<file path="config.mk">
export PLATFORM = sky130hd
export DESIGN_NAME = audio_clk_irq
export DESIGN_NICKNAME = d
export VERILOG_FILES = /design/src/audio_clk_irq_pkg.sv /design/src/audio_clk_irq.sv
export SDC_FILE = /design/constraint.sdc
export NUM_CORES = 1
export LEC_CHECK = 0
export ABC_AREA = 1
export BUFFER_PORTS_ARGS = -buffer_cell sky130_fd_sc_hd__buf_4
export CAP_MARGIN = 25
export CORE_ASPECT_RATIO = 1.2
export CORE_UTILIZATION = 50
export CTS_CLUSTER_SIZE = 20
export DETAILED_ROUTE_END_ITERATION = 12
export PLACE_DENSITY = 0.78
export SLEW_MARGIN = 30
export SYNTH_ARGS = -nofsm -noshare
export SYNTH_HDL_FRONTEND = slang
export SYNTH_SLANG_ARGS = --single-unit
</file>
<file path="constraint.sdc">
create_clock -name pclk -period 2.4 [get_ports pclk]
set_clock_uncertainty 0.1 [all_clocks]
set_input_delay 0.48 -clock pclk [delete_from_list [all_inputs] [get_ports pclk]]
set_output_delay 0.48 -clock pclk [all_outputs]
set_load 0.005 [all_outputs]
</file>
<file path="src/audio_clk_irq_pkg.sv">
// constants, field layouts and carrier types for the audio clock divider
// and interrupt enable block; assumes a 32-bit apb bus and one clock.
//
// Behaviour
// - master mode bit clock equals input clock over two times divider plus one.
// - master clock divider one or more gives input clock over twice the field.
// - master clock divider zero passes the input clock straight to the codec.
// - left zero-cross flag with its enable set raises the interrupt.
// - right zero-cross flag with its enable raises the interrupt; clear enable blocks it.
// - transmit level below transmit threshold with enable set raises the interrupt.
// - transmit overflow flag with its enable set raises the interrupt.
// - transmit underflow flag with its enable set raises the interrupt.
// - receive level at or above threshold sets its flag; interrupts when enabled.
// - receive overflow drives the interrupt only while its enable is set.
// - reading an empty receive fifo sets underflow flag; interrupts when enabled.
// - sign change or all-zero next sample sets zero-cross flag; write one clears.
// - transmit fifo reports full at eight words, bounding threshold comparisons.
`default_nettype none

package audio_clk_irq_pkg;

  // ----------------------------------------------------------------------
  // register byte offsets
  // ----------------------------------------------------------------------
  localparam logic [7:0] off_clock_divider = 8'h04;
  localparam logic [7:0] off_irq_enable = 8'h08;
  localparam logic [7:0] off_status = 8'h0C;
  localparam logic [7:0] off_threshold_ctrl = 8'h10;

  // ----------------------------------------------------------------------
  // field positions and reset values
  // ----------------------------------------------------------------------
  localparam int bclk_div_lsb = 8;
  localparam int mclk_div_lsb = 0;
  localparam int irq_en_hi_lsb = 8;
  localparam int irq_en_lo_lsb = 0;
  localparam int tx_th_lsb = 0;
  localparam int rx_th_lsb = 4;
  localparam int master_mode_bit = 8;
  localparam int st_tx_level_lsb = 28;
  localparam int st_rx_level_lsb = 24;
  localparam logic [31:0] clock_divider_rst = 32'h0000_0000;
  localparam logic [31:0] irq_enable_rst = 32'h0000_0000;
  localparam logic [31:0] threshold_ctrl_rst = 32'h0000_0000;
  localparam logic [3:0] fifo_full_words = 4'h8;

  // ----------------------------------------------------------------------
  // carrier types
  // ----------------------------------------------------------------------
  // order matches enable bits 12..8 then 2..0
  typedef struct packed {
    logic left_zc;
    logic right_zc;
    logic tx_th;
    logic tx_ovf;
    logic tx_udf;
    logic rx_th;
    logic rx_ovf;
    logic rx_udf;
  } irq_flags_t;

  typedef struct packed {
    logic [3:0] tx_level;
    logic [3:0] rx_level;
    logic tx_overflow;
    logic tx_underflow;
    logic rx_overflow;
    logic rx_fifo_read;
  } fifo_status_t;

endpackage

`default_nettype wire

</file>
<file path="src/audio_clk_irq.sv">
// clock divider and interrupt enable logic of an i2s audio controller.
// fifo levels, fifo events and channel samples come from logic on pclk;
// the codec master clock bypass is muxed onto the pad outside this block.
`default_nettype none

module audio_clk_irq #(
  parameter int sample_width = 32
) (
  // clock and reset
  input wire logic pclk,
  input wire logic presetn,
  // apb slave
  input wire logic psel,
  input wire logic penable,
  input wire logic pwrite,
  input wire logic [7:0] paddr,
  input wire logic [31:0] pwdata,
  output logic [31:0] prdata,
  output logic pready,
  output logic pslverr,
  // fifo datapath status
  input wire audio_clk_irq_pkg::fifo_status_t fifo_st,
  // channel samples, index 1 left, index 0 right
  input wire logic [1:0] sample_valid,
  input wire logic [1:0][sample_width-1:0] sample_data,
  // codec clocks
  output logic mclk,
  output logic mclk_bypass,
  output logic bclk,
  output logic bclk_tick,
  // fifo full report and interrupt
  output logic tx_full,
  output logic irq
);

  // ----------------------------------------------------------------------
  // apb decode
  // ----------------------------------------------------------------------
  logic [31:0] clkdiv_q;
  logic [31:0] irq_en_q;
  logic [31:0] thctrl_q;
  logic [31:0] prdata_q;
  logic pready_q;
  logic pslverr_q;
  audio_clk_irq_pkg::irq_flags_t flags_q;
  audio_clk_irq_pkg::irq_flags_t flags_d;

  wire setup = psel && !penable;
  wire access = psel && penable && pready_q;
  wire sel_div = paddr == audio_clk_irq_pkg::off_clock_divider;
  wire sel_ien = paddr == audio_clk_irq_pkg::off_irq_enable;
  wire sel_st = paddr == audio_clk_irq_pkg::off_status;
  wire sel_th = paddr == audio_clk_irq_pkg::off_threshold_ctrl;
  wire mapped = sel_div || sel_ien || sel_st || sel_th;
  wire wr_div = access && pwrite && sel_div;
  wire wr_ien = access && pwrite && sel_ien;
  wire wr_st = access && pwrite && sel_st;
  wire wr_th = access && pwrite && sel_th;

  // ----------------------------------------------------------------------
  // fields
  // ----------------------------------------------------------------------
  wire [7:0] bclk_div = clkdiv_q[audio_clk_irq_pkg::bclk_div_lsb +: 8];
  wire [2:0] mclk_div = clkdiv_q[audio_clk_irq_pkg::mclk_div_lsb +: 3];
  wire [2:0] tx_th_level = thctrl_q[audio_clk_irq_pkg::tx_th_lsb +: 3];
  wire [2:0] rx_th_level = thctrl_q[audio_clk_irq_pkg::rx_th_lsb +: 3];
  wire master_mode = thctrl_q[audio_clk_irq_pkg::master_mode_bit];
  wire audio_clk_irq_pkg::irq_flags_t irq_en = {
    irq_en_q[audio_clk_irq_pkg::irq_en_hi_lsb +: 5],
    irq_en_q[audio_clk_irq_pkg::irq_en_lo_lsb +: 3]};

  // ----------------------------------------------------------------------
  // register writes
  // ----------------------------------------------------------------------
  always_ff @(posedge pclk or negedge presetn) begin
    if (!presetn) begin
      clkdiv_q <= audio_clk_irq_pkg::clock_divider_rst;
      irq_en_q <= audio_clk_irq_pkg::irq_enable_rst;
      thctrl_q <= audio_clk_irq_pkg::threshold_ctrl_rst;
    end else begin
      if (wr_div) clkdiv_q <= pwdata & 32'h0000_FF07;
      if (wr_ien) irq_en_q <= pwdata & 32'h0000_1F07;
      if (wr_th) thctrl_q <= pwdata & 32'h0000_0177;
    end
  end

  // ----------------------------------------------------------------------
  // master clock divider
  // ----------------------------------------------------------------------
  logic [2:0] mclk_cnt_q;
  logic mclk_q;
  logic mclk_bypass_q;
  wire mclk_wrap = mclk_cnt_q >= mclk_div - 3'h1;

  // half period of mclk_div input cycles gives input over twice the field
  always_ff @(posedge pclk or negedge presetn) begin
    if (!presetn) begin
      mclk_cnt_q <= 3'h0;
      mclk_q <= 1'b0;
      mclk_bypass_q <= 1'b1;
    end else begin
      mclk_bypass_q <= mclk_div == 3'h0;
      if (mclk_div == 3'h0) begin
        mclk_cnt_q <= 3'h0;
        mclk_q <= 1'b0;
      end else if (mclk_wrap) begin
        mclk_cnt_q <= 3'h0;
        mclk_q <= !mclk_q;
      end else begin
        mclk_cnt_q <= mclk_cnt_q + 3'h1;
      end
    end
  end

  // ----------------------------------------------------------------------
  // bit clock divider
  // ----------------------------------------------------------------------
  logic [7:0] bclk_cnt_q;
  logic bclk_q;
  logic bclk_tick_q;
  wire bclk_wrap = bclk_cnt_q >= bclk_div;

  // toggling every bclk_div+1 cycles; a divider rewrite takes effect at once,
  // so a value below the running count wraps early and can drive a runt pulse toward the codec
  always_ff @(posedge pclk or negedge presetn) begin
    if (!presetn) begin
      bclk_cnt_q <= 8'h00;
      bclk_q <= 1'b0;
      bclk_tick_q <= 1'b0;
    end else if (!master_mode) begin
      bclk_cnt_q <= 8'h00;
      bclk_q <= 1'b0;
      bclk_tick_q <= 1'b0;
    end else if (bclk_wrap) begin
      bclk_cnt_q <= 8'h00;
      bclk_q <= !bclk_q;
      bclk_tick_q <= !bclk_q;
    end else begin
      bclk_cnt_q <= bclk_cnt_q + 8'h01;
      bclk_tick_q <= 1'b0;
    end
  end

  // ----------------------------------------------------------------------
  // zero-cross detection per channel
  // ----------------------------------------------------------------------
  logic [1:0] zc_hit;
  logic [1:0] sign_q;

  for (genvar ch = 0; ch < 2; ch++) begin : g_zc
    wire sgn = sample_data[ch][sample_width-1];
    assign zc_hit[ch] = sample_valid[ch] &&
      (sample_data[ch] == '0 || sgn != sign_q[ch]);
    always_ff @(posedge pclk or negedge presetn) begin
      if (!presetn) sign_q[ch] <= 1'b0;
      else if (sample_valid[ch]) sign_q[ch] <= sgn;
    end
  end

  // ----------------------------------------------------------------------
  // sticky flags, write one to clear, set wins over clear
  // ----------------------------------------------------------------------
  // levels above eight words are clamped so a glitching datapath cannot
  // satisfy a threshold the fifo could never reach
  wire [3:0] tx_lvl = fifo_st.tx_level > audio_clk_irq_pkg::fifo_full_words ?
    audio_clk_irq_pkg::fifo_full_words : fifo_st.tx_level;
  wire [3:0] rx_lvl = fifo_st.rx_level > audio_clk_irq_pkg::fifo_full_words ?
    audio_clk_irq_pkg::fifo_full_words : fifo_st.rx_level;
  wire audio_clk_irq_pkg::irq_flags_t set_ev = {
    zc_hit[1],
    zc_hit[0],
    tx_lvl < {1'b0, tx_th_level},
    fifo_st.tx_overflow,
    fifo_st.tx_underflow,
    rx_lvl >= {1'b0, rx_th_level},
    fifo_st.rx_overflow,
    fifo_st.rx_fifo_read && rx_lvl == 4'h0};
  wire audio_clk_irq_pkg::irq_flags_t clr_ev = wr_st ? {
    pwdata[23], pwdata[22], pwdata[18], pwdata[17], pwdata[16],
    pwdata[10], pwdata[9], pwdata[8]} : '0;

  assign flags_d = set_ev | (flags_q & ~clr_ev);

  // ----------------------------------------------------------------------
  // interrupt, fifo full report
  // ----------------------------------------------------------------------
  wire audio_clk_irq_pkg::irq_flags_t pend = flags_q & irq_en;
  wire irq_d = |pend;
  logic irq_q;
  logic tx_full_q;

  always_ff @(posedge pclk or negedge presetn) begin
    if (!presetn) begin
      flags_q <= '0;
      irq_q <= 1'b0;
      tx_full_q <= 1'b0;
    end else begin
      flags_q <= flags_d;
      irq_q <= irq_d;
      tx_full_q <= tx_lvl == audio_clk_irq_pkg::fifo_full_words;
    end
  end

  // ----------------------------------------------------------------------
  // read mux and apb answer
  // ----------------------------------------------------------------------
  wire tx_pend = pend.tx_th || pend.tx_ovf || pend.tx_udf;
  wire rx_pend = pend.rx_th || pend.rx_ovf || pend.rx_udf;
  wire [31:0] status_word = {
    tx_lvl, rx_lvl,
    flags_q.left_zc, flags_q.right_zc, 1'b0, tx_lvl == 4'h0,
    tx_lvl == audio_clk_irq_pkg::fifo_full_words,
    flags_q.tx_th, flags_q.tx_ovf, flags_q.tx_udf,
    4'h0, rx_lvl == audio_clk_irq_pkg::fifo_full_words,
    flags_q.rx_th, flags_q.rx_ovf, flags_q.rx_udf,
    5'h00, tx_pend, rx_pend, |pend};
  wire [31:0] rd_word = sel_div ? clkdiv_q :
    sel_ien ? irq_en_q :
    sel_st ? status_word :
    sel_th ? thctrl_q : 32'h0000_0000;

  // answer in the access phase, one cycle after setup, no wait states
  always_ff @(posedge pclk or negedge presetn) begin
    if (!presetn) begin
      prdata_q <= 32'h0000_0000;
      pready_q <= 1'b0;
      pslverr_q <= 1'b0;
    end else begin
      pready_q <= 1'b1;
      if (setup) begin
        prdata_q <= pwrite ? 32'h0000_0000 : rd_word;
        pslverr_q <= !mapped;
      end
    end
  end

  assign prdata = prdata_q;
  assign pready = pready_q;
  assign pslverr = pslverr_q;
  assign mclk = mclk_q;
  assign mclk_bypass = mclk_bypass_q;
  assign bclk = bclk_q;
  assign bclk_tick = bclk_tick_q;
  assign tx_full = tx_full_q;
  assign irq = irq_q;
endmodule

`default_nettype wire

</file>
Word level (Yosys, flattened, before mapping). Cells that the tools add are included. Widths: inputs -> output; s select.

Bits in registers: 87. Bits in latches: 0. Memory bits (writable): 0. Bits in read-only memories: 0. Output and inout port bits: 40. Logic and storage cells: 95. Memories kept: 0.

$add $sub $neg: 3. Multipliers: 0. Divide/modulo/power cells: 0. Magnitude comparators: 6. Equal/unequal tests: 9. Shifts and indexed selects: 0. Multiplexer cells: 18. Bitwise gates (word level): 4. Reductions and logical operators: 31.

Operators by type and width (count): $mux 32 (4); $logic_not 32->1 (2); $mux 8 (3); $and 8x8->8 (2); $eq 8x4->1 const B (2); $logic_and 1x1->1 (11); $logic_or 1x1->1 (9); $mux 9 (1); $add 8x1->8 const B (1); $eq 4x4->1 const B (2); $eq 8x3->1 const B (1); $eq 8x5->1 const B (1); $ge 8x8->1 (1); $gt 4x4->1 const B (2); $logic_not 4->1 (2); $mux 4 (2); $not 8->8 (1); $or 8x8->8 (1); $reduce_or 8->1 (1); $mux 1 (6); $mux 3 (2); $ge 4x3->1 (1); $logic_not 1->1 (4); $lt 4x3->1 (1); 7 further kinds (8).

Longest topological paths before layout.
Depth after elaboration: 8. Mapped depth: 11.

Worst setup path after synthesis. No wires, ideal clock.

Path type: flip-flop to flip-flop. Start: register clkdiv_q[0]. End: register mclk_q (netlist: mclk). Library setup time: 0.116 ns. Arrival time: 1.422 ns. Data required time: 2.184 ns. Setup slack: 0.761 ns. Stages on the path, launching flop included: 10. Path buffers: 0. Period minus slack after synthesis: 1.639 ns. Cells stage by stage: dfrtp_1 -> inv_1 -> ha_1 -> ha_1 -> o21ai_0 -> nand2_1 -> a21oi_1 -> nand2_1 -> nand2_1 -> nand2_1.

Word-level cells in the longest chain between the ends: 3.

Ends and longest elaborated chain: from (decl) (line audio_clk_irq.sv:39) `logic [31:0] clkdiv_q;`; from (signal assigned) (line audio_clk_irq.sv:77) `clkdiv_q <= audio_clk_irq_pkg::clock_divider_rst;`; from (signal assigned) (line audio_clk_irq.sv:81) `if (wr_div) clkdiv_q <= pwdata & 32'h0000_FF07;`; $sub 3x1->3 (line audio_clk_irq.sv:93) `wire mclk_wrap = mclk_cnt_q >= mclk_div - 3'h1;`; $ge 3x3->1 (line audio_clk_irq.sv:93); $reduce_bool 2->1 (no source line); to (signal assigned) (line audio_clk_irq.sv:108) `mclk_q <= !mclk_q;`; to (decl) (line audio_clk_irq.sv:91) `logic mclk_q;`.

Parallel ways exist; a longest one is shown, timed or not. A chain may end at the register's enable or synchronous reset.

Worst setup path after layout.
Start: register clkdiv_q[15]. End: register bclk_q (netlist: bclk).

Word-level cells in the longest chain between the ends: 2.

Ends and longest elaborated chain: $ge 8x8->1 (line audio_clk_irq.sv:121) `wire bclk_wrap = bclk_cnt_q >= bclk_div;`; $ne 2x1->1 (no source line); to (signal assigned) (line audio_clk_irq.sv:136) `bclk_q <= !bclk_q;`; to (decl) (line audio_clk_irq.sv:119) `logic bclk_q;`.

Every way passes these cells.

==> impl_metrics.toml <==
[status]
status = "finished clean"

[finish]
mostFrequentLayoutCells = "nand2_1, buf_4, dfrtp_1, nor2_1, inv_1"
fill_cells = 719
fin_area_sq_um = 5813
area_delta_synth_final_pct = 32.33
nets = 850
diodes = 0
drive_gt1_share_pct = 26.51
layout_commonest_cell = "nand2_1"

[sta]
post-route-min-period_ns = 1.785
slew_viol_final = 0
setup_tns_ns = 0
hold_ws_ns = 0.1743
clock.fmax_mhz = 560.3
rsz0062_at_grt = "no"
timing.final.crit_share_pct = 74.36
worst_slack_ns = 0.6154
hold_violations = 0
setup-violations-final = 0

[critical_path]
crit_arrival_ns = 1.97
worstRegToRegCells = 6
reg2reg_from = "clkdiv_q[15]"
rr_endpoint = "bclk"
cp_slowest_cell = "dfrtp_1"
cp-end-kind = "register"
crit_chain = "inv_1 > ha_1 > a21o_1 > nor2_1 > nand4_1 > o21ai_0"
critPathMaxStageDelay_ns = 0.37
criticalPathCategory = "register to register"
r2r_setup_slack_ns = 0.62
cp.required_ns = 2.58
crit_fanout = 9
cp-start-kind = "register"
crit_start = "clkdiv_q[15]"

[clock_tree]
hold_buffers = 1
root_buffer = "clkbuf_8"
ctsResizeCount = 0
cts_setup_buffers = 0
clock-sinks = 84
clkTransAtPathRegs_ns = 0.08
clk_latency_ns = 0.37
tritoncts = "done"
cts_inserted_buffers = 9
clock_path_buffers = 2
cts-htree-levels = 3

[synthesis]
synth_xor_area_share_pct = 1.994
muxShareOfSynthArea_pct = 0.5127
yosysSeqAreaShare_pct = 47.88
ys_types = 31
synth-seq-cells = 84
synth_top_family_by_area = "simple AND/OR/NAND/NOR gates"
yosys.area_share.simple_pct = 28.62
synth_cells = 557
synthAdderAreaFrac_pct = 5.412
yosys-top-cells-area = "dfrtp_1, nand2_1, nor2_1"
ys_warn_count = 0
syn_area_sq_um = 4393
synth_compound_area_share_pct = 7.804
avgSynthCellArea_sq_um = 7.887
synth_top_area_share_pct = 47.28
yosysTopAreaCell = "dfrtp_1"

[power]
power_density_nw_per_um2 = 477.2
irDropWorstVdd_mv = 0.2450
cellLeakagePower_uw = 0.003062

[placement]
place_congestion = 0.8739
preCtsSetupSlack_ns = 0.4879
hpwl_microns = 8225
port_buffers = 146
placed_area_sq_um = 5599

[floorplanning]
fp-row-count = 37
die-area_sq_um = 9166
ios = 163
coreArea_sq_um = 8564
die_width_microns = 87.57
die_h_microns = 104.7
initial_core_util_pct = 51.29

[grt]
grt_max_degree = 49
antenna_found_initial = 0
grt_pass1_wl_microns = 16590
track_usage_pct = 23.63
grt_pass1_vias = 3868
overflow = 0

[routing]
drtIter0Drc = 180
routed_wl_microns = 10320
wl_per_cell_microns = 12.43
num_vias = 4101
via_per_inst = 4.941
drc_errors = 0
drt-pass1-iter-count = 4
antenna_left = 0

[min_path]
min_path_cells = 1
hold_start = "fifo_st[11]"
hold_path.class = "primary input to register"
holdPathEnd = "tx_full"

[run]
cap_viol_max_count = 0
==> power by group <==
group | internal, uW | switching [uW]
clock network | 539 | 492
logic | 164 | 136
registers | 1430 | 11.6
total | 2130 | 639
==> flip-flops by register name, indices dropped and copies added, names as in the netlist, 2 cells and up <==
| name | cells |
|---|---|
| bclk_cnt_q | 8 |
| prdata | 29 |
| flags_q | 8 |
| sign_q | 2 |
| thctrl_q | 7 |
| clkdiv_q | 11 |
| mclk_cnt_q | 3 |
| irq_en_q | 8 |
==> layout make-up <==
type / instances / area [sq um] / area share, %
Clock buffer: 13 / 158.9 / 2.734
Clock inverter: 3 / 45.04 / 0.7749
Inverter: 64 / 240.2 / 4.133
Multi-Input combinational cell: 397 / 1963 / 33.77
Sequential cell: 84 / 2103 / 36.18
Tap cell: 117 / 146.4 / 2.518
Timing Repair Buffer: 152 / 1156 / 19.89
==> cells by family after synthesis <==
group / Yosys count
and+or+nand+nor: 299
DFF: 84
buffers and inverters: 78
AOI/OAI and AO/OA: 63
adders and majority gates: 19
xor gates and xnor gates: 10
other: 2
muxes: 2
==> critical path: cells and delay by family (launching register included) <==
family / cells / cell delay [ns]
buffers and inverters: 1 / 0.10
and+or+nand+nor: 2 / 0.45
adders and majority gates: 1 / 0.25
AOI/OAI and AO/OA: 2 / 0.44
DFF: 1 / 0.37
==> worst max-delay path by stage <==
stage | cells past startpoint | slack [ns] | to
finish | 6 | 0.62 | bclk
global route | 6 | 0.43 | bclk
CTS | 6 | 0.58 | bclk
detailed placement | 8 | 0.49 | flags_q[3]
global placement | 8 | 0.52 | flags_q[4]
floorplan | 9 | 0.76 | mclk
==> Yosys cell counts (all sizes together) <==
master,instances
a21o,4
a21oi,12
and3,1
buf,10
clkbuf,4
conb,2
dfrtp,83
dfstp,1
ha,19
inv,64
mux2,2
nand2,172
nand3,30
nand3b,1
nand4,5
nor2,88
nor3,2
o21ai,42
o31ai,5
xnor2,5
xor2,5
==> routing by layer <==
layer  global-route usage, %  wire length (microns)
met3                   5.687                    623
met2                   41.57                   5285
met5                       0                      0
met4                   9.133                    183
met1                   27.20                   4229
==> per-stage QoR <==
| step | cells | power [uW] | utilization [%] |
|---|---|---|---|
| 2_1_floorplan | 559 | 1565 | - |
| 3_3_place_gp | 813 | 1766 | 65.38 |
| 3_5_place_dp | 813 | 1773 | 65.38 |
| 4_1_cts | 830 | 2800 | 67.87 |
| 5_1_grt | 830 | 2893 | 67.87 |
| 6_report | 830 | 2774 | 67.87 |
Power figures use the tool's default switching activity.
